**config.mk**
```make
export PLATFORM = sky130hd
export DESIGN_NAME = twm_top
export DESIGN_NICKNAME = d
export VERILOG_FILES = /design/src/hw/twm_pkg.sv /design/src/hw/twm_bit_if.sv /design/src/hw/twm_bit_engine.sv /design/src/hw/twm_top.sv
export VERILOG_INCLUDE_DIRS = /design/src /design/src/hw
export SDC_FILE = /design/constraint.sdc
export NUM_CORES = 1
export LEC_CHECK = 0
export BUFFER_PORTS_ARGS = -buffer_cell sky130_fd_sc_hd__buf_2
export CORE_MARGIN = 8
export CORE_UTILIZATION = 56
export CTS_CLUSTER_SIZE = 16
export DETAILED_ROUTE_END_ITERATION = 6
export PLACE_DENSITY = 0.77
export SLEW_MARGIN = 20
export SYNTH_ARGS = -nofsm -noshare
export SYNTH_HDL_FRONTEND = slang
export SYNTH_SLANG_ARGS = --single-unit
```
**constraint.sdc**
```tcl
create_clock -name ref_clk -period 7.64 [get_ports ref_clk]
set_input_delay 0.764 -clock ref_clk [delete_from_list [all_inputs] [get_ports ref_clk]]
set_output_delay 0.764 -clock ref_clk [all_outputs]
set_load 0.05 [all_outputs]
```
**src/hw/twm_regs.svh**
```systemverilog
// Register offsets, field positions, status codes and timing counts of the two-wire master.
`ifndef TWM_REGS_SVH
`define TWM_REGS_SVH
// -----------------------------------------------------------------------------
// Register byte offsets on APB
// -----------------------------------------------------------------------------
`define TWM_OFS_CTRL 8'h00
`define TWM_OFS_STATUS 8'h04
`define TWM_OFS_DATA 8'h08
`define TWM_OFS_IRQ_STAT 8'h0C
`define TWM_OFS_IRQ_MASK 8'h10
// -----------------------------------------------------------------------------
// Control register fields
// -----------------------------------------------------------------------------
`define TWM_CTRL_FLAG 7
`define TWM_CTRL_ACK 6
`define TWM_CTRL_STA 5
`define TWM_CTRL_STO 4
`define TWM_CTRL_WCOL 3
`define TWM_CTRL_EN 2
`define TWM_CTRL_IE 0
`define TWM_RW_BIT 0
// -----------------------------------------------------------------------------
// Status codes and reset values
// -----------------------------------------------------------------------------
`define TWM_ST_START 8'h08
`define TWM_ST_RSTART 8'h10
`define TWM_ST_W_ACK 8'h18
`define TWM_ST_W_NACK 8'h20
`define TWM_ST_ARB 8'h38
`define TWM_ST_R_ACK 8'h40
`define TWM_ST_R_NACK 8'h48
`define TWM_ST_D_ACK 8'h50
`define TWM_ST_D_NACK 8'h58
`define TWM_ST_IDLE 8'hF8
`define TWM_DATA_RST 8'hFF
`define TWM_ACK_IDX 4'h8
// -----------------------------------------------------------------------------
// Timing
// -----------------------------------------------------------------------------
`define TWM_CLK_PERIOD_NS 100
`define TWM_SCL_PERIOD_NS 800
`define TWM_QUARTER_CYC ((`TWM_SCL_PERIOD_NS / `TWM_CLK_PERIOD_NS) / 4)
`endif

```
**src/hw/twm_pkg.sv**
```systemverilog
// Types shared by the two-wire master modules.
package twm_pkg;
  typedef enum logic [1:0] {CMD_START, CMD_STOP, CMD_WRITE, CMD_READ} twm_cmd_t;
  typedef enum {ENG_IDLE, ENG_WAIT, ENG_START, ENG_BIT, ENG_STOP} twm_eng_t;
endpackage : twm_pkg

```
**src/hw/twm_bit_if.sv**
```systemverilog
// Interface between the register side and the bit sequencer.
`timescale 1ns/1ps
interface twm_bit_if;
  twm_pkg::twm_cmd_t cmd;
  logic cmdValid;
  logic nack;
  logic [7:0] txByte;
  logic done;
  logic arbLost;
  logic ackIn;
  logic [7:0] rxByte;
  logic ownBus;
  logic sclH;
  logic sdaH;
  logic busBusy;
  logic sclOe;
  logic sdaOe;
  modport engine (input cmd, cmdValid, nack, txByte, sclH, sdaH, busBusy,
                  output done, arbLost, ackIn, rxByte, ownBus, sclOe, sdaOe);
  modport ctrl (output cmd, cmdValid, nack, txByte, sclH, sdaH, busBusy,
                input done, arbLost, ackIn, rxByte, ownBus, sclOe, sdaOe);
endinterface : twm_bit_if

```
**src/hw/twm_bit_engine.sv**
```systemverilog
// Bit sequencer for START, STOP and byte transfers on the two-wire bus.
`timescale 1ns/1ps
`include "twm_regs.svh"
module twm_bit_engine (
  input wire logic clk,
  input wire logic rstN,
  twm_bit_if.engine bi
);
  twm_pkg::twm_eng_t state;
  twm_pkg::twm_cmd_t cmdReg;
  logic nackReg;
  logic [1:0] phase;
  logic [3:0] cnt;
  logic [3:0] bitIdx;
  logic [7:0] shiftReg;
  logic tick;
  logic hold;
  logic adv;
  logic arbBit;

  function automatic logic drvBit(input twm_pkg::twm_cmd_t c, input logic [3:0] idx,
                                  input logic msb, input logic nk);
    if (idx == `TWM_ACK_IDX)
      drvBit = (c == twm_pkg::CMD_WRITE) ? 1'b1 : nk;
    else
      drvBit = (c == twm_pkg::CMD_WRITE) ? msb : 1'b1;
  endfunction : drvBit

  // A slave stretching the clock keeps the high phase from advancing.
  assign hold = (phase == 2'h1) && !bi.sclH;
  assign tick = (cnt == 4'(`TWM_QUARTER_CYC - 1));
  assign adv = tick && !hold;
  assign arbBit = (cmdReg == twm_pkg::CMD_WRITE) ? (bitIdx != `TWM_ACK_IDX)
                                                 : (bitIdx == `TWM_ACK_IDX);

  always_ff @(posedge clk or negedge rstN)
  begin
    if (!rstN)
      cnt <= 4'h0;
    else if (state == twm_pkg::ENG_IDLE || state == twm_pkg::ENG_WAIT || tick)
      cnt <= 4'h0;
    else if (!hold)
      cnt <= cnt + 4'h1;
  end

  always_ff @(posedge clk or negedge rstN)
  begin
    if (!rstN)
    begin
      state <= twm_pkg::ENG_IDLE;
      cmdReg <= twm_pkg::CMD_START;
      nackReg <= 1'b0;
      phase <= 2'h0;
      bitIdx <= 4'h0;
      shiftReg <= 8'h00;
      bi.done <= 1'b0;
      bi.arbLost <= 1'b0;
      bi.ackIn <= 1'b0;
      bi.rxByte <= 8'h00;
      bi.ownBus <= 1'b0;
      bi.sclOe <= 1'b0;
      bi.sdaOe <= 1'b0;
    end
    else
    begin
      bi.done <= 1'b0;
      if (adv)
        phase <= phase + 2'h1;
      case (state)
        twm_pkg::ENG_IDLE:
          if (bi.cmdValid)
          begin
            cmdReg <= bi.cmd;
            nackReg <= bi.nack;
            shiftReg <= bi.txByte;
            bitIdx <= 4'h0;
            phase <= 2'h0;
            bi.arbLost <= 1'b0;
            if (bi.cmd == twm_pkg::CMD_START)
              state <= twm_pkg::ENG_WAIT;
            else if (bi.cmd == twm_pkg::CMD_STOP)
            begin
              state <= twm_pkg::ENG_STOP;
              bi.sdaOe <= 1'b1;
            end
            else
            begin
              state <= twm_pkg::ENG_BIT;
              bi.sdaOe <= !drvBit(bi.cmd, 4'h0, bi.txByte[7], bi.nack);
            end
          end
        twm_pkg::ENG_WAIT:
          if (!bi.busBusy || bi.ownBus)
          begin
            state <= twm_pkg::ENG_START;
            bi.sdaOe <= 1'b0;
          end
        twm_pkg::ENG_START:
          if (adv)
          begin
            if (phase == 2'h0)
              bi.sclOe <= 1'b0;
            else if (phase == 2'h1)
              bi.sdaOe <= 1'b1;
            else if (phase == 2'h2)
              bi.sclOe <= 1'b1;
            else
            begin
              bi.done <= 1'b1;
              bi.ownBus <= 1'b1;
              state <= twm_pkg::ENG_IDLE;
            end
          end
        twm_pkg::ENG_STOP:
          if (adv)
          begin
            if (phase == 2'h0)
              bi.sclOe <= 1'b0;
            else if (phase == 2'h1)
              bi.sdaOe <= 1'b0;
            else
            begin
              bi.done <= 1'b1;
              bi.ownBus <= 1'b0;
              state <= twm_pkg::ENG_IDLE;
            end
          end
        twm_pkg::ENG_BIT:
          if (adv)
          begin
            if (phase == 2'h0)
              bi.sclOe <= 1'b0;
            else if (phase == 2'h1)
            begin
              if (arbBit && !bi.sdaOe && !bi.sdaH)
              begin
                bi.arbLost <= 1'b1;
                bi.done <= 1'b1;
                bi.ownBus <= 1'b0;
                bi.sdaOe <= 1'b0;
                state <= twm_pkg::ENG_IDLE;
              end
              else if (bitIdx != `TWM_ACK_IDX)
                shiftReg <= {shiftReg[6:0], bi.sdaH};
              else
                bi.ackIn <= !bi.sdaH;
            end
            else if (phase == 2'h2)
              bi.sclOe <= 1'b1;
            else if (bitIdx == `TWM_ACK_IDX)
            begin
              bi.done <= 1'b1;
              bi.rxByte <= shiftReg;
              bi.sdaOe <= 1'b0;
              state <= twm_pkg::ENG_IDLE;
            end
            else
            begin
              bitIdx <= bitIdx + 4'h1;
              bi.sdaOe <= !drvBit(cmdReg, bitIdx + 4'h1, shiftReg[7], nackReg);
            end
          end
        default:
          state <= twm_pkg::ENG_IDLE;
      endcase
    end
  end
endmodule : twm_bit_engine

```
**src/hw/twm_top.sv**
```systemverilog
// Two-wire master receiver with APB register access.
//
// What this block does
// - Master mode entered only after START
// - START waits until bus is free
// - After START: flag set, status 08
// - Writing one clears the step flag
// - Read address sent; status 38/40/48
// - Received byte readable while flag high
// - Final byte answered NACK, then STOP/restart
// - Repeated START reports 10, keeps bus
// - From 10 either direction address allowed
// - Arbitration loss reports 38, releases bus
// - Status 40: receive byte, ACK per enable
// - Status 48: restart/stop, stop self-clears
// - Status 50: next byte, ACK per enable
// - Status 58: restart/stop, stop self-clears
//
// Implementation choices: the APB slave port and the address map.
`timescale 1ns/1ps
`include "twm_regs.svh"
module twm_top (
  input wire logic ref_clk,
  input wire logic reset_n,
  input wire logic [7:0] paddr,
  input wire logic psel,
  input wire logic penable,
  input wire logic pwrite,
  input wire logic [31:0] pwdata,
  output logic [31:0] prdata,
  output logic pready,
  output logic pslverr,
  input wire logic sclIn,
  output logic sclOut,
  output logic sclOe,
  input wire logic sdaIn,
  output logic sdaOut,
  output logic sdaOe,
  output logic irq
);
  // ---------------------------------------------------------------------------
  // Reset and pin synchronisers
  // ---------------------------------------------------------------------------
  logic [1:0] rstSync;
  logic rstN;
  logic [1:0] sclSync;
  logic [1:0] sdaSync;
  logic sdaPrev;
  logic busBusy;

  twm_bit_if bi ();

  always_ff @(posedge ref_clk or negedge reset_n)
  begin
    if (!reset_n)
      rstSync <= 2'h0;
    else
      rstSync <= {rstSync[0], 1'b1};
  end
  assign rstN = rstSync[1];

  always_ff @(posedge ref_clk or negedge rstN)
  begin
    if (!rstN)
    begin
      sclSync <= 2'h3;
      sdaSync <= 2'h3;
      sdaPrev <= 1'b1;
    end
    else
    begin
      sclSync <= {sclSync[0], sclIn};
      sdaSync <= {sdaSync[0], sdaIn};
      sdaPrev <= sdaSync[1];
    end
  end

  // The bus counts as taken from any START seen on the wires to the next STOP.
  always_ff @(posedge ref_clk or negedge rstN)
  begin
    if (!rstN)
      busBusy <= 1'b0;
    else if (sclSync[1] && sdaPrev && !sdaSync[1])
      busBusy <= 1'b1;
    else if (sclSync[1] && !sdaPrev && sdaSync[1])
      busBusy <= 1'b0;
  end

  assign bi.sclH = sclSync[1];
  assign bi.sdaH = sdaSync[1];
  assign bi.busBusy = busBusy;

  twm_bit_engine engine (
    .clk(ref_clk),
    .rstN(rstN),
    .bi(bi.engine)
  );

  // ---------------------------------------------------------------------------
  // Register state
  // ---------------------------------------------------------------------------
  logic stepFlag;
  logic ackEn;
  logic startReq;
  logic stopReq;
  logic wcol;
  logic ifEn;
  logic intEn;
  logic [7:0] status;
  logic [7:0] dataReg;
  logic [1:0] irqStat;
  logic [1:0] irqMask;
  logic running;
  logic lastOwned;
  logic lastNack;
  twm_pkg::twm_cmd_t lastCmd;
  logic next_go;
  twm_pkg::twm_cmd_t next_cmd;
  logic wrEn;
  logic ctrlWr;
  logic dataWr;
  logic trigger;
  logic stepSet;

  function automatic logic isMapped(input logic [7:0] a);
    isMapped = (a == `TWM_OFS_CTRL) || (a == `TWM_OFS_STATUS) || (a == `TWM_OFS_DATA) ||
               (a == `TWM_OFS_IRQ_STAT) || (a == `TWM_OFS_IRQ_MASK);
  endfunction : isMapped

  assign wrEn = psel && penable && pwrite;
  assign ctrlWr = wrEn && (paddr == `TWM_OFS_CTRL);
  assign dataWr = wrEn && (paddr == `TWM_OFS_DATA);
  // A step is only taken when the sequencer is idle and the interface enabled.
  assign trigger = ctrlWr && pwdata[`TWM_CTRL_FLAG] && pwdata[`TWM_CTRL_EN] && !running;
  assign stepSet = bi.done && (lastCmd != twm_pkg::CMD_STOP);

  // ---------------------------------------------------------------------------
  // Next bus step
  // ---------------------------------------------------------------------------
  always_comb
  begin
    next_go = 1'b0;
    next_cmd = twm_pkg::CMD_START;
    if (trigger)
    begin
      if (pwdata[`TWM_CTRL_STO] && bi.ownBus)
      begin
        next_go = 1'b1;
        next_cmd = twm_pkg::CMD_STOP;
      end
      else if (pwdata[`TWM_CTRL_STA])
      begin
        next_go = 1'b1;
        next_cmd = twm_pkg::CMD_START;
      end
      else if (bi.ownBus && (status == `TWM_ST_START || status == `TWM_ST_RSTART))
      begin
        next_go = 1'b1;
        next_cmd = twm_pkg::CMD_WRITE;
      end
      else if (bi.ownBus && (status == `TWM_ST_R_ACK || status == `TWM_ST_D_ACK))
      begin
        next_go = 1'b1;
        next_cmd = twm_pkg::CMD_READ;
      end
    end
    else if (bi.done && lastCmd == twm_pkg::CMD_STOP && startReq)
    begin
      next_go = 1'b1;
      next_cmd = twm_pkg::CMD_START;
    end
  end

  always_ff @(posedge ref_clk or negedge rstN)
  begin
    if (!rstN)
    begin
      bi.cmdValid <= 1'b0;
      bi.cmd <= twm_pkg::CMD_START;
      bi.nack <= 1'b0;
      bi.txByte <= 8'h00;
      lastCmd <= twm_pkg::CMD_START;
      lastOwned <= 1'b0;
      lastNack <= 1'b0;
    end
    else
    begin
      bi.cmdValid <= next_go;
      if (next_go)
      begin
        bi.cmd <= next_cmd;
        bi.nack <= !pwdata[`TWM_CTRL_ACK];
        bi.txByte <= dataReg;
        lastCmd <= next_cmd;
        lastOwned <= bi.ownBus;
        lastNack <= !pwdata[`TWM_CTRL_ACK];
      end
    end
  end

  always_ff @(posedge ref_clk or negedge rstN)
  begin
    if (!rstN)
      running <= 1'b0;
    else if (next_go)
      running <= 1'b1;
    else if (bi.done)
      running <= 1'b0;
  end

  // ---------------------------------------------------------------------------
  // Status code
  // ---------------------------------------------------------------------------
  always_ff @(posedge ref_clk or negedge rstN)
  begin
    if (!rstN)
      status <= `TWM_ST_IDLE;
    else if (bi.done)
    begin
      case (lastCmd)
        twm_pkg::CMD_START:
          status <= lastOwned ? `TWM_ST_RSTART : `TWM_ST_START;
        twm_pkg::CMD_STOP:
          status <= `TWM_ST_IDLE;
        twm_pkg::CMD_WRITE:
          if (bi.arbLost)
            status <= `TWM_ST_ARB;
          else if (bi.txByte[`TWM_RW_BIT])
            status <= bi.ackIn ? `TWM_ST_R_ACK : `TWM_ST_R_NACK;
          else
            status <= bi.ackIn ? `TWM_ST_W_ACK : `TWM_ST_W_NACK;
        twm_pkg::CMD_READ:
          if (bi.arbLost)
            status <= `TWM_ST_ARB;
          else
            status <= lastNack ? `TWM_ST_D_NACK : `TWM_ST_D_ACK;
        default:
          status <= `TWM_ST_IDLE;
      endcase
    end
    else if (trigger && !next_go && status == `TWM_ST_ARB)
      status <= `TWM_ST_IDLE;
  end

  // ---------------------------------------------------------------------------
  // Control register
  // ---------------------------------------------------------------------------
  // The hardware set of the flag wins over a clearing write in the same cycle.
  always_ff @(posedge ref_clk or negedge rstN)
  begin
    if (!rstN)
      stepFlag <= 1'b0;
    else if (stepSet)
      stepFlag <= 1'b1;
    else if (ctrlWr && pwdata[`TWM_CTRL_FLAG])
      stepFlag <= 1'b0;
  end

  always_ff @(posedge ref_clk or negedge rstN)
  begin
    if (!rstN)
    begin
      ackEn <= 1'b0;
      startReq <= 1'b0;
      ifEn <= 1'b0;
      intEn <= 1'b0;
    end
    else if (ctrlWr)
    begin
      ackEn <= pwdata[`TWM_CTRL_ACK];
      startReq <= pwdata[`TWM_CTRL_STA];
      ifEn <= pwdata[`TWM_CTRL_EN];
      intEn <= pwdata[`TWM_CTRL_IE];
    end
  end

  // A stop request only means something while the bus is ours.
  always_ff @(posedge ref_clk or negedge rstN)
  begin
    if (!rstN)
      stopReq <= 1'b0;
    else if (ctrlWr)
      stopReq <= pwdata[`TWM_CTRL_STO] && bi.ownBus;
    else if (bi.done && lastCmd == twm_pkg::CMD_STOP)
      stopReq <= 1'b0;
  end

  // ---------------------------------------------------------------------------
  // Data register and write collision
  // ---------------------------------------------------------------------------
  always_ff @(posedge ref_clk or negedge rstN)
  begin
    if (!rstN)
      dataReg <= `TWM_DATA_RST;
    else if (bi.done && lastCmd == twm_pkg::CMD_READ && !bi.arbLost)
      dataReg <= bi.rxByte;
    else if (dataWr && stepFlag)
      dataReg <= pwdata[7:0];
  end

  always_ff @(posedge ref_clk or negedge rstN)
  begin
    if (!rstN)
      wcol <= 1'b0;
    else if (dataWr)
      wcol <= !stepFlag;
  end

  // ---------------------------------------------------------------------------
  // Interrupts
  // ---------------------------------------------------------------------------
  always_ff @(posedge ref_clk or negedge rstN)
  begin
    if (!rstN)
      irqStat <= 2'h0;
    else
      irqStat <= (irqStat & ~((wrEn && paddr == `TWM_OFS_IRQ_STAT) ? pwdata[1:0] : 2'h0))
                 | {bi.done && bi.arbLost, stepSet};
  end

  always_ff @(posedge ref_clk or negedge rstN)
  begin
    if (!rstN)
      irqMask <= 2'h0;
    else if (wrEn && paddr == `TWM_OFS_IRQ_MASK)
      irqMask <= pwdata[1:0];
  end

  always_ff @(posedge ref_clk or negedge rstN)
  begin
    if (!rstN)
      irq <= 1'b0;
    else
      irq <= (|(irqStat & irqMask)) || (stepFlag && intEn);
  end

  // ---------------------------------------------------------------------------
  // APB read path
  // ---------------------------------------------------------------------------
  always_ff @(posedge ref_clk or negedge rstN)
  begin
    if (!rstN)
      prdata <= 32'h0000_0000;
    else if (psel && !penable && !pwrite)
    begin
      case (paddr)
        `TWM_OFS_CTRL:
          prdata <= {24'h00_0000, stepFlag, ackEn, startReq, stopReq, wcol, ifEn, 1'b0, intEn};
        `TWM_OFS_STATUS:
          prdata <= {24'h00_0000, status};
        `TWM_OFS_DATA:
          prdata <= {24'h00_0000, dataReg};
        `TWM_OFS_IRQ_STAT:
          prdata <= {30'h0, irqStat};
        `TWM_OFS_IRQ_MASK:
          prdata <= {30'h0, irqMask};
        default:
          prdata <= 32'h0000_0000;
      endcase
    end
  end

  assign pready = 1'b1;
  assign pslverr = psel && penable && !isMapped(paddr);

  // Disabling the interface lets go of both wires at once.
  assign sclOut = 1'b0;
  assign sdaOut = 1'b0;
  assign sclOe = bi.sclOe && ifEn;
  assign sdaOe = bi.sdaOe && ifEn;
endmodule : twm_top

```
; ---- Yosys cells after proc, flatten, opt, wreduce, memory -nomap -nowiden
; Index checks and enable logic that the tools add are counted.
[op_classes]
n_addsub = 3
eq_ne = 54
mux = 140
bitwise = 9
reduce_logical = 88
[ops]
columns = op, count
row1 = 32-bit two-way mux, 16
row2 = 32-bit case mux with 5 select lines, 1
row3 = 32-bit by 2-bit equality test with 1-bit output (second input constant), 3
row4 = 8-bit two-way mux, 10
row5 = 1-bit two-way mux, 79
row6 = 32-bit zero test, 2
row7 = 4-bit two-way mux, 10
row8 = 8-bit case mux with 5 select lines, 1
row9 = 1-bit logical AND, 35
row10 = 32-bit by 1-bit equality test with 1-bit output (second input constant), 1
row11 = 32-bit by 3-bit equality test with 1-bit output (second input constant), 1
row12 = 8-bit case mux with 4 select lines, 1
row13 = 14-bit AND reduction, 2
row14 = 2-bit inequality test (second input constant), 13
row15 = 8-bit by 4-bit equality test with 1-bit output (second input constant), 3
row16 = 2-bit by 1-bit inequality test with 1-bit output (second input constant), 12
row17 = 6-bit AND reduction, 4
row18 = 7-bit two-way mux, 3
row19 = 2-bit two-way mux, 9
row20 = 8-bit by 5-bit equality test with 1-bit output (second input constant), 2
row21 = 8-bit by 7-bit equality test with 1-bit output (second input constant), 2
row22 = 1-bit zero test, 16
row23 = 8-bit case mux with 2 select lines, 1
row24 = 2-bit nonzero test, 8
row25 = 32 further kinds, 59
[word_totals]
reg_bits = 149
input_bits = 47
output_inout_bits = 39
wordCells = 332

; ---- Longest topological paths before layout
; Gate-level depths: netlist of run 1.
[depth]
word_depth = 16
mapped_depth = 8
ltp_nobuf = 7

; ---- Hierarchy
; From an unflattened synthesis of run 1, not the netlist that was laid out.
[unflattened]
cells_unflattened = 485
hier_area_um2 = 5053.6
[by_module_without_submodules]
columns = module, n_inst, cells_each, area_each_um2, seq_area_each_um2
row1 = twm_top, 1, 256, 2900.3, 1398.8
row2 = twm_bit_engine, 1, 229, 2153.3, 950.9

; ---- Worst setup path before layout of run 1
; OpenSTA, ideal clock, no wires.
[synth_timing]
path_type = in2reg
from = in paddr[1]
to = reg bi.txByte[0]
setup_ps = 125
t_arrival_ps = 2568
required_time_ps = 7515
slack_ps = 4946
path_stages = 6
n_path_buf = 1
path_cell_list = nor3_2 -> or4b_4 -> nor4_4 -> mux2_4 -> buf_12 -> mux2_4
[synth_via]
elab_chain_cells = 6
[synth_lines]
columns = element, line
row1 = from (decl), twm_top.sv:25  ; input wire logic [7:0] paddr,
row2 = 8-bit zero test (no source line), -
row3 = 1-bit logical AND, twm_top.sv:131  ; assign ctrlWr = wrEn && (paddr == `TWM_OFS_CTRL);
row4 = 1-bit logical AND (3 in a row), twm_top.sv:134  ; assign trigger = ctrlWr && pwdata[`TWM_CTRL_FLAG] && pwdata[`TWM_CTRL_EN] && !running;
row5 = 1-bit two-way mux, twm_top.sv:144  ; if (trigger)
row6 = to (signal assigned), twm_top.sv:193  ; bi.txByte <= dataReg;
row7 = to (decl), twm_bit_if.sv:7  ; logic [7:0] txByte;
; Every way passes these cells.
; A chain may end at the register's enable or synchronous reset.

; ---- Worst setup path after layout of run 1
[layout_timing]
from = reg engine.state[2]
to = reg engine.shiftReg[6]
[layout_via]
elab_chain_cells = 3
elab_cells_between_ends = 11
classes_between = eq/ne: 7 / mux: 1 / reduce/logical: 3
[layout_lines]
columns = element, line
row1 = from (decl), twm_bit_engine.sv:9  ; twm_pkg::twm_eng_t state;
row2 = from (signal assigned), twm_bit_engine.sv:50  ; state <= twm_pkg::ENG_IDLE;
row3 = from (signal assigned), twm_bit_engine.sv:80  ; state <= twm_pkg::ENG_WAIT;
row4 = from (signal assigned), twm_bit_engine.sv:83  ; state <= twm_pkg::ENG_STOP;
row5 = 32-bit by 2-bit equality test with 1-bit output or 32-bit zero test (tied branches), twm_bit_engine.sv:69  ; case (state)
row6 = "2-bit by 1-bit inequality test with 1-bit output (no source line), or another cell as far along", -
row7 = 7-bit AND reduction (no source line), -
row8 = to (signal assigned), twm_bit_engine.sv:75  ; shiftReg <= bi.txByte;
row9 = to (signal assigned), twm_bit_engine.sv:144  ; shiftReg <= {shiftReg[6:0], bi.sdaH};
row10 = to (decl), twm_bit_engine.sv:15  ; logic [7:0] shiftReg;
; Parallel ways exist; a longest one is shown, timed or not.

==> results of run 1 <==
## cell usage in the layout (no fill, tap or decap), types with 7 or more instances in the layout
cell      instances
conb_1           28
dfstp_2          18
nand3_1          10
ha_1             10
mux2_4            7
buf_2            34
o21ai_0          21
nor3_1           10
o31ai_1           8
a21oi_1          27
nor2b_1           9
clkbuf_8         10
mux2_2           43
inv_1            18
mux2i_1          17
dfrtp_1          74
nor2_1           45
nand2_1          28
## path summary, 6_finish.rpt
path	end	depth (start not counted)
max	engine.shiftReg[6]	4
min	rstSync[1]	1
max reg2reg	engine.shiftReg[6]	4
min reg2reg	engine.shiftReg[4]	0
max in group asynchronous	status[6]	1
min in group ref_clk	sdaSync[1]	0
## through the flow
step	total power, W	util (%)	instances	instance area, um2
global placement	0.000571	58.8	593	5100
detailed placement	0.000574	59.1	594	5130
global route	0.000918	61.4	610	5330
finish	0.000883	61.4	610	5330
CTS	0.000890	61.3	610	5320
floorplan	0.000568	-	499	5090
## flip-flops by register name, indices dropped and copies added (netlist names), 2 cells and up
| name | count |
|---|---|
| status | 5 |
| irqMask | 2 |
| sdaSync | 2 |
| rstSync | 2 |
| engine.cnt | 4 |
| dataReg | 8 |
| engine.shiftReg | 8 |
| sclSync | 2 |
| engine.bitIdx | 4 |
| engine.state | 3 |
| prdata | 8 |
| engine.bi.rxByte | 8 |
| bi.cmd | 2 |
| engine.cmdReg | 2 |
| irqStat | 2 |
| engine.phase | 2 |
| bi.txByte | 8 |
## worst reg2reg max path: cells and delay by family (launching register included)
family | cells | cell delay [ns]
and+or+nand+nor | 2 | 1.46
DFF | 1 | 0.59
AOI/OAI and AO/OA | 1 | 0.47
muxes | 1 | 0.40
## layout make-up
class	instances	area [um2]	share of cell area, %
multi-input combinational	339	2380	44.6
sequential	93	2350	44.1
timing repair buffer	36	205	3.85
clock buffer	10	138	2.58
tap	108	135	2.53
inverter	18	67.6	1.27
clock inverter	6	52.6	0.986
## power by group through the flow
stage / combinational [W] / sequential [W] / clock (W)
5_1_grt: 0.0000652 / 0.000506 / 0.000347
4_1_cts: 0.0000602 / 0.000505 / 0.000325
6_report: 0.0000608 / 0.000504 / 0.000318
2_1_floorplan: 0.0000524 / 0.000515 / 0
3_3_place_gp: 0.0000526 / 0.000518 / 0
3_5_place_dp: 0.0000602 / 0.000514 / 0
## layer usage
layer | part of all wire, % | GRT usage, %
met2 | 47 | 26.8
met1 | 46 | 22.1
met3 | 6.4 | 4.98
met5 | 0 | 0
met4 | 1.0 | 4.77
## cell families (layout without fill, tap and decap cells)
logic type | Yosys count | count (layout) | share of synthesized area (%)
flops | 93 | 93 | 47.0
compound gates | 92 | 92 | 12.5
xor+xnor | 5 | 5 | 0.877
simple gates | 137 | 137 | 14.3
buf+inv | 67 | 70 | 7.44
mux | 67 | 67 | 15.2
fa+ha+maj | 10 | 10 | 2.51
other cells | 2 | 28 | 0.150
==> out/results.tsv, run 1 <==
stage	metric	value	unit
critical_path	critical_path.slowest_cell	nand3b_1	
timing	setup_viol_count_final	0	
timing	fmax	330	MHz
power	switching_share	27.4	%
synthesis	synthFlopType	dfrtp_1	
final_layout	nFillCells	709	
synthesis	ys_warn_count	0	
placed_design	dp_slack	4.57	ns
run	drv_cap	0	
timing	tightest_slew	0.951	ns
timing	fin_skew	0.0113	ns
power	p_seq_share	57.1	%
synthesis	synth.largest_area_cell	dfrtp_1	
floorplan	start_util	57.6	%
synthesis	syn_area_per_cell	10.6	um2
drt	drt-initial-drc-count	238	
cts	cts_root_buf	clkbuf_8	
timing	period_needed	3.03	ns
cts	post-cts-setup-buffer-count	0	
timing	period_share	39.7	%
final_layout	nNetsFinal	554	
run_status	status	complete, no violations	
critical_path	path_max_fanout	19	
critical_path	r2r_setup_slack	4.61	ns
global_routing	grt_usage	17.0	%
floorplan	core	8680	um2
min_path	hp-class	input pin to async pin	
power	peakVddDrop	0.134	mV
critical_path	worst_ep_arrival_time	3.27	ns
drt	wl_per_cell	17.2	um
timing	finalMaxSlewViolations	0	
synthesis	ys_top_cells_by_count	dfrtp_1 (75), nor2_1 (45), mux2_2 (43)	
final_layout	drive_gt1_share	26.3	%
power	clkPwrFrac	36.0	%
floorplan	rows	34	
drt	antenna_left	0	
drt	vias_per_cell	5.74	
global_routing	grt_pass1_wl	17.4	mm
floorplan	die_h	110	um
global_routing	overflow	0	
floorplan	ioPinCount	86	
placed_design	dpl.hpwl	7.51	mm
placed_design	gp_congestion	0.889	
synthesis	syn_area	4990	um2
timing	rsz0062_at_grt	no	
cts	insertion_delay	0.36	ns
power	p_int	0.000641	W
timing	max_slew_margin	36.4	%
placed_design	port_buffers	34	
synthesis	ys_seq_area_share	47.0	%
critical_path	path_class	flop to flop	
synthesis	yosysTopAreaCellShare	37.6	%
synthesis	synth.distinct_cells	62	
critical_path	regToRegStartpoint	engine.state[2]	
synthesis	async_flop_share	100	%
global_routing	antenna_found_initial	0	
drt	drtPass1Iterations	4	
final_layout	antennaDiodeCount	0	
synthesis	synth_top_cells_by_area	dfrtp_1 (38%), mux2_2 (9.7%), dfstp_2 (9.5%)	
cts	htree_num_levels	3	
synthesis	synth-edff-count	0	
timing	worst_slack	4.61	ns
timing	hold_violations	0	
drt	drt-total-wl	10.5	mm
cts	clk_pin_slew_worst_paths	0.09	ns
floorplan	die_width	110	um
drt	vias	3502	
cts	cts_hold_buffers	0	
global_routing	grt_max_degree	51	
synthesis	synth_cells	473	
critical_path	crit_path_max_incr_delay	0.82	ns
critical_path	cp-end-kind	flop	
critical_path	crit_chain	nand3b_1 > nor4_1 > o22a_1 > mux2_2	
final_layout	syn_to_final_growth	6.74	%
critical_path	crit_start	engine.state[2]	
cts	cts_inserted_buffers	9	
synthesis	yosys.cell_count.top_type	dfrtp_1	
synthesis	yosys_register_bits	93	
power	p_per_area	166	nW/um2
power	power_frac_comb	6.9	%
global_routing	first_global_vias	3531	
cts	post_cts_resize_count	0	
power	leakage	2.58	nW
cts	cts.sinks	93	
power	p_sw	0.000242	W
critical_path	worst_ep_required_time	7.88	ns
critical_path	cp-start-kind	flop	
drt	route.detailed.drc	0	
floorplan	dieArea	12200	um2
critical_path	crit_family	simple AND/OR/NAND/NOR gates	
critical_path	crit_buf_inv	0	
timing	setup_tns	0	ns
cts	cts_buffer_depth	2	
cts	cts_tree	yes	
timing	whs	0.176	ns
No activity file was read; power rests on OpenSTA's default activity.
==> run 2: changes to the inputs <==
--- a/config.mk
+++ b/config.mk
@@ -6,12 +6,13 @@
 export SDC_FILE = /design/constraint.sdc
 export NUM_CORES = 1
 export LEC_CHECK = 0
+export ABC_AREA = 1
 export BUFFER_PORTS_ARGS = -buffer_cell sky130_fd_sc_hd__buf_2
 export CORE_MARGIN = 8
-export CORE_UTILIZATION = 56
+export CORE_UTILIZATION = 52
 export CTS_CLUSTER_SIZE = 16
 export DETAILED_ROUTE_END_ITERATION = 6
-export PLACE_DENSITY = 0.77
+export PLACE_DENSITY = 0.74
 export SLEW_MARGIN = 20
 export SYNTH_ARGS = -nofsm -noshare
 export SYNTH_HDL_FRONTEND = slang
==> constraint.sdc (replaced) <==
create_clock -name ref_clk -period 2.7 [get_ports ref_clk]
set_input_delay 0.27 -clock ref_clk [delete_from_list [all_inputs] [get_ports ref_clk]]
set_output_delay 0.27 -clock ref_clk [all_outputs]
set_load 0.05 [all_outputs]
==> out/results.tsv, run 2 <==
stage	metric	value	unit	change
synthesis	synth.largest_area_cell	dfrtp_1		
global_routing	grt_use_met3	3.59	%	-1.4 points
power	peakVddDrop	0.299	mV	+120%
synthesis	syn_area_per_cell	7.96	um2	-25%
timing	max_slew_margin	50.3	%	+14 points
cts	cts_tree	yes		
critical_path	worst_ep_arrival_time	2.51	ns	-0.76 ns
critical_path	worst_ep_required_time	2.98	ns	-4.90 ns
final_layout	nNetsFinal	764		+38%
synthesis	ys_top_cells_by_count	nand2_1 (186), dfrtp_1 (75), inv_1 (70)		
global_routing	top_usage_layer	met2		
cts	cts_inserted_buffers	9		unchanged
global_routing	grt_max_degree	48		-5.9%
synthesis	syn_area	5320	um2	+6.6%
timing	finalMaxSlewViolations	0		unchanged
drt	vias_per_cell	5.18		-9.7%
run_status	status	complete, no violations		
cts	cts_root_buf	clkbuf_8		
critical_path	crit_family	simple AND/OR/NAND/NOR gates		
timing	fin_skew	0.0154	ns	+0.00404 ns
global_routing	use_met1	25.1	%	+3.0 points
global_routing	antenna_found_initial	0		unchanged
drt	wl_per_cell	14.2	um	-17%
critical_path	crit_path_max_incr_delay	0.60	ns	-0.22 ns
floorplan	start_util	52.5	%	-5.1 points
floorplan	dieArea	13700	um2	+13%
drt	drt-initial-drc-count	350		+47%
synthesis	synth_top_cells_by_area	dfrtp_1 (35%), nand2_1 (13%), dfstp_2 (8.9%)		
power	leakage	2.94	nW	+14%
timing	rsz0062_at_grt	no		
drt	antenna_left	0		unchanged
critical_path	critical_path.slowest_cell	or2_1		
global_routing	use_met2	28.8	%	+2.0 points
global_routing	first_global_vias	4136		+17%
cts	insertion_delay	0.37	ns	about the same
global_routing	overflow	0		unchanged
drt	drt-total-wl	12.0	mm	+15%
synthesis	yosys.cell_count.top_type	nand2_1		
cts	htree_num_levels	3		unchanged
final_layout	fin_util	56.1	%	-5.4 points
timing	fmax	449	MHz	+36%
timing	tightest_slew	0.745	ns	-0.206 ns
final_layout	final_common_cell	nand2_1		
final_layout	antennaDiodeCount	0		unchanged
global_routing	grt_usage	18.4	%	+1.4 points
placed_design	dpl.cell_count	829		+40%
critical_path	cp-start-kind	flop		
critical_path	rr_endpoint	engine.bi.rxByte[4]		
floorplan	die_width	117	um	+6.1%
final_layout	drive_gt1_share	17.7	%	-8.6 points
floorplan	rows	37		+8.8%
timing	period_share	82.4	%	+43 points
synthesis	ys_seq_area_share	44.1	%	-2.9 points
drt	route.detailed.drc	0		unchanged
synthesis	yosysTopAreaCellShare	35.3	%	-2.3 points
cts	cts_buffer_depth	2		unchanged
synthesis	synthFlopType	dfrtp_1		
timing	setup_tns	0	ns	unchanged
critical_path	path_max_fanout	16		-3
timing	hold_violations	0		unchanged
final_layout	nFillCells	957		+35%
synthesis	synth.distinct_cells	39		-37%
placed_design	dpl.hpwl	9.16	mm	+22%
placed_design	gp_congestion	0.869		-2.2%
drt	vias	4396		+26%
global_routing	grt_pass1_wl	19.9	mm	+14%
power	total_power	0.00402	W	+350%
critical_path	regToRegStartpoint	engine.phase[1]		
timing	setup_viol_count_final	0		unchanged
power	p_per_area	707	nW/um2	+330%
synthesis	synth_cells	669		+41%
floorplan	die_h	117	um	+6.1%
min_path	hp-class	input pin to async pin		
synthesis	yosys_register_bits	93		unchanged
placed_design	port_buffers	34		unchanged
critical_path	reg2reg_depth	8		+4
cts	cts.sinks	93		unchanged
critical_path	crit_chain	inv_1 > ha_1 > nor2_4 > nand3_2 > or2_0 > or2_1 > nand2_1 > o21ai_2		
critical_path	cp-end-kind	flop		
final_layout	syn_to_final_growth	6.77	%	about the same
synthesis	ys_warn_count	0		unchanged
critical_path	r2r_setup_slack	0.47	ns	-4.13 ns
critical_path	crit_buf_inv	1		+1
final_layout	mostFrequentLayoutCells	nand2_1 (186), dfrtp_1 (74), inv_1 (70), nand3_1 (63), nor2_1 (50)		
critical_path	crit_start	engine.phase[1]		
critical_path	path_depth	8		+4
final_layout	final_cells	848		+39%
drt	drtPass1Iterations	5		+1
synthesis	async_flop_share	100	%	unchanged
timing	period_needed	2.23	ns	-0.808 ns
critical_path	path_class	flop to flop		
run	drv_cap	0		unchanged
synthesis	synth-edff-count	0		unchanged
critical_path	endpoint	engine.bi.rxByte[4]		
floorplan	core	10100	um2	+17%
floorplan	ioPinCount	86		unchanged
cts	clk_pin_slew_worst_paths	0.10	ns	about the same
==> run 2: metrics by stage <==
step / cell area [um2] / setup slack (ns) / hold WS [ns]
after global placement: 5480 / 0.561 / 0.0567
after floorplan: 5420 / 0.885 / -0.0256
after global routing: 5680 / 0.296 / 0.211
after detailed placement: 5480 / 0.499 / 0.0564
after CTS: 5680 / 0.454 / 0.199
final: 5680 / 0.474 / 0.211
==> run 2: cell type report <==
class / count / area (um2) / share of cell area [%]
Clock buffer: 10 / 128 / 2.25
Clock inverter: 6 / 46.3 / 0.815
Inverter: 77 / 292 / 5.13
Multi-Input combinational cell: 487 / 2470 / 43.4
Sequential cell: 93 / 2350 / 41.4
Tap cell: 136 / 170 / 2.99
Timing Repair Buffer: 39 / 228 / 4.01
==> run 2: worst register-to-register path, stage by stage, from the launching register on <==
cell and delay (ns):
dfrtp_1 0.41, inv_1 0.11, ha_1 0.42, nor2_4 0.08
nand3_2 0.11, or2_0 0.16, or2_1 0.61, nand2_1 0.16
o21ai_2 0.09
==> run 2: how the worst min path moves through the flow <==
stage	start	end	slack (ns)	cells after the start
5_1_grt	pwdata[2]	ifEn	0.21	3
4_1_cts	reset_n	rstSync[1]	0.20	2
2_1_floorplan	reset_n	rstSync[0]	-0.03	0
3_5_place_dp	reset_n	rstSync[0]	0.06	1
3_3_place_gp	reset_n	rstSync[0]	0.06	1
6_report	reset_n	rstSync[1]	0.21	2
==> run 2: timing repair <==
action,in CTS,in global routing
endpoints found under the hold margin,4,0
buffers inserted,0,0
gates resized for setup,0,0
hold buffers,3,0
==> run 2: logic make-up after synthesis <==
logic type	share of synthesized area, %
buffers and inverters	11.4
flip-flops	44.1
AO/OA/AOI/OAI	11.0
XOR/XNOR	0.165
other	0.141
AND/OR/NAND/NOR	30.8
adder cells (fa/ha/maj)	2.35
==> run 2: layer usage <==
layer  routed length (um)  vias to the layer above
li1                     -                     2165
met1                 5540                     2077
met2                 5530                      138
met3                  818                       16
met4                  155                        0
met5                    0                        -
==> run 2: where the power goes <==
part | total (W) | internal (W) | switching, W
Combinational | 0.00143 | 0.000423 | 0.00101
Sequential | 0.00174 | 0.00156 | 0.000176
Clock | 0.000849 | 0.000343 | 0.000505
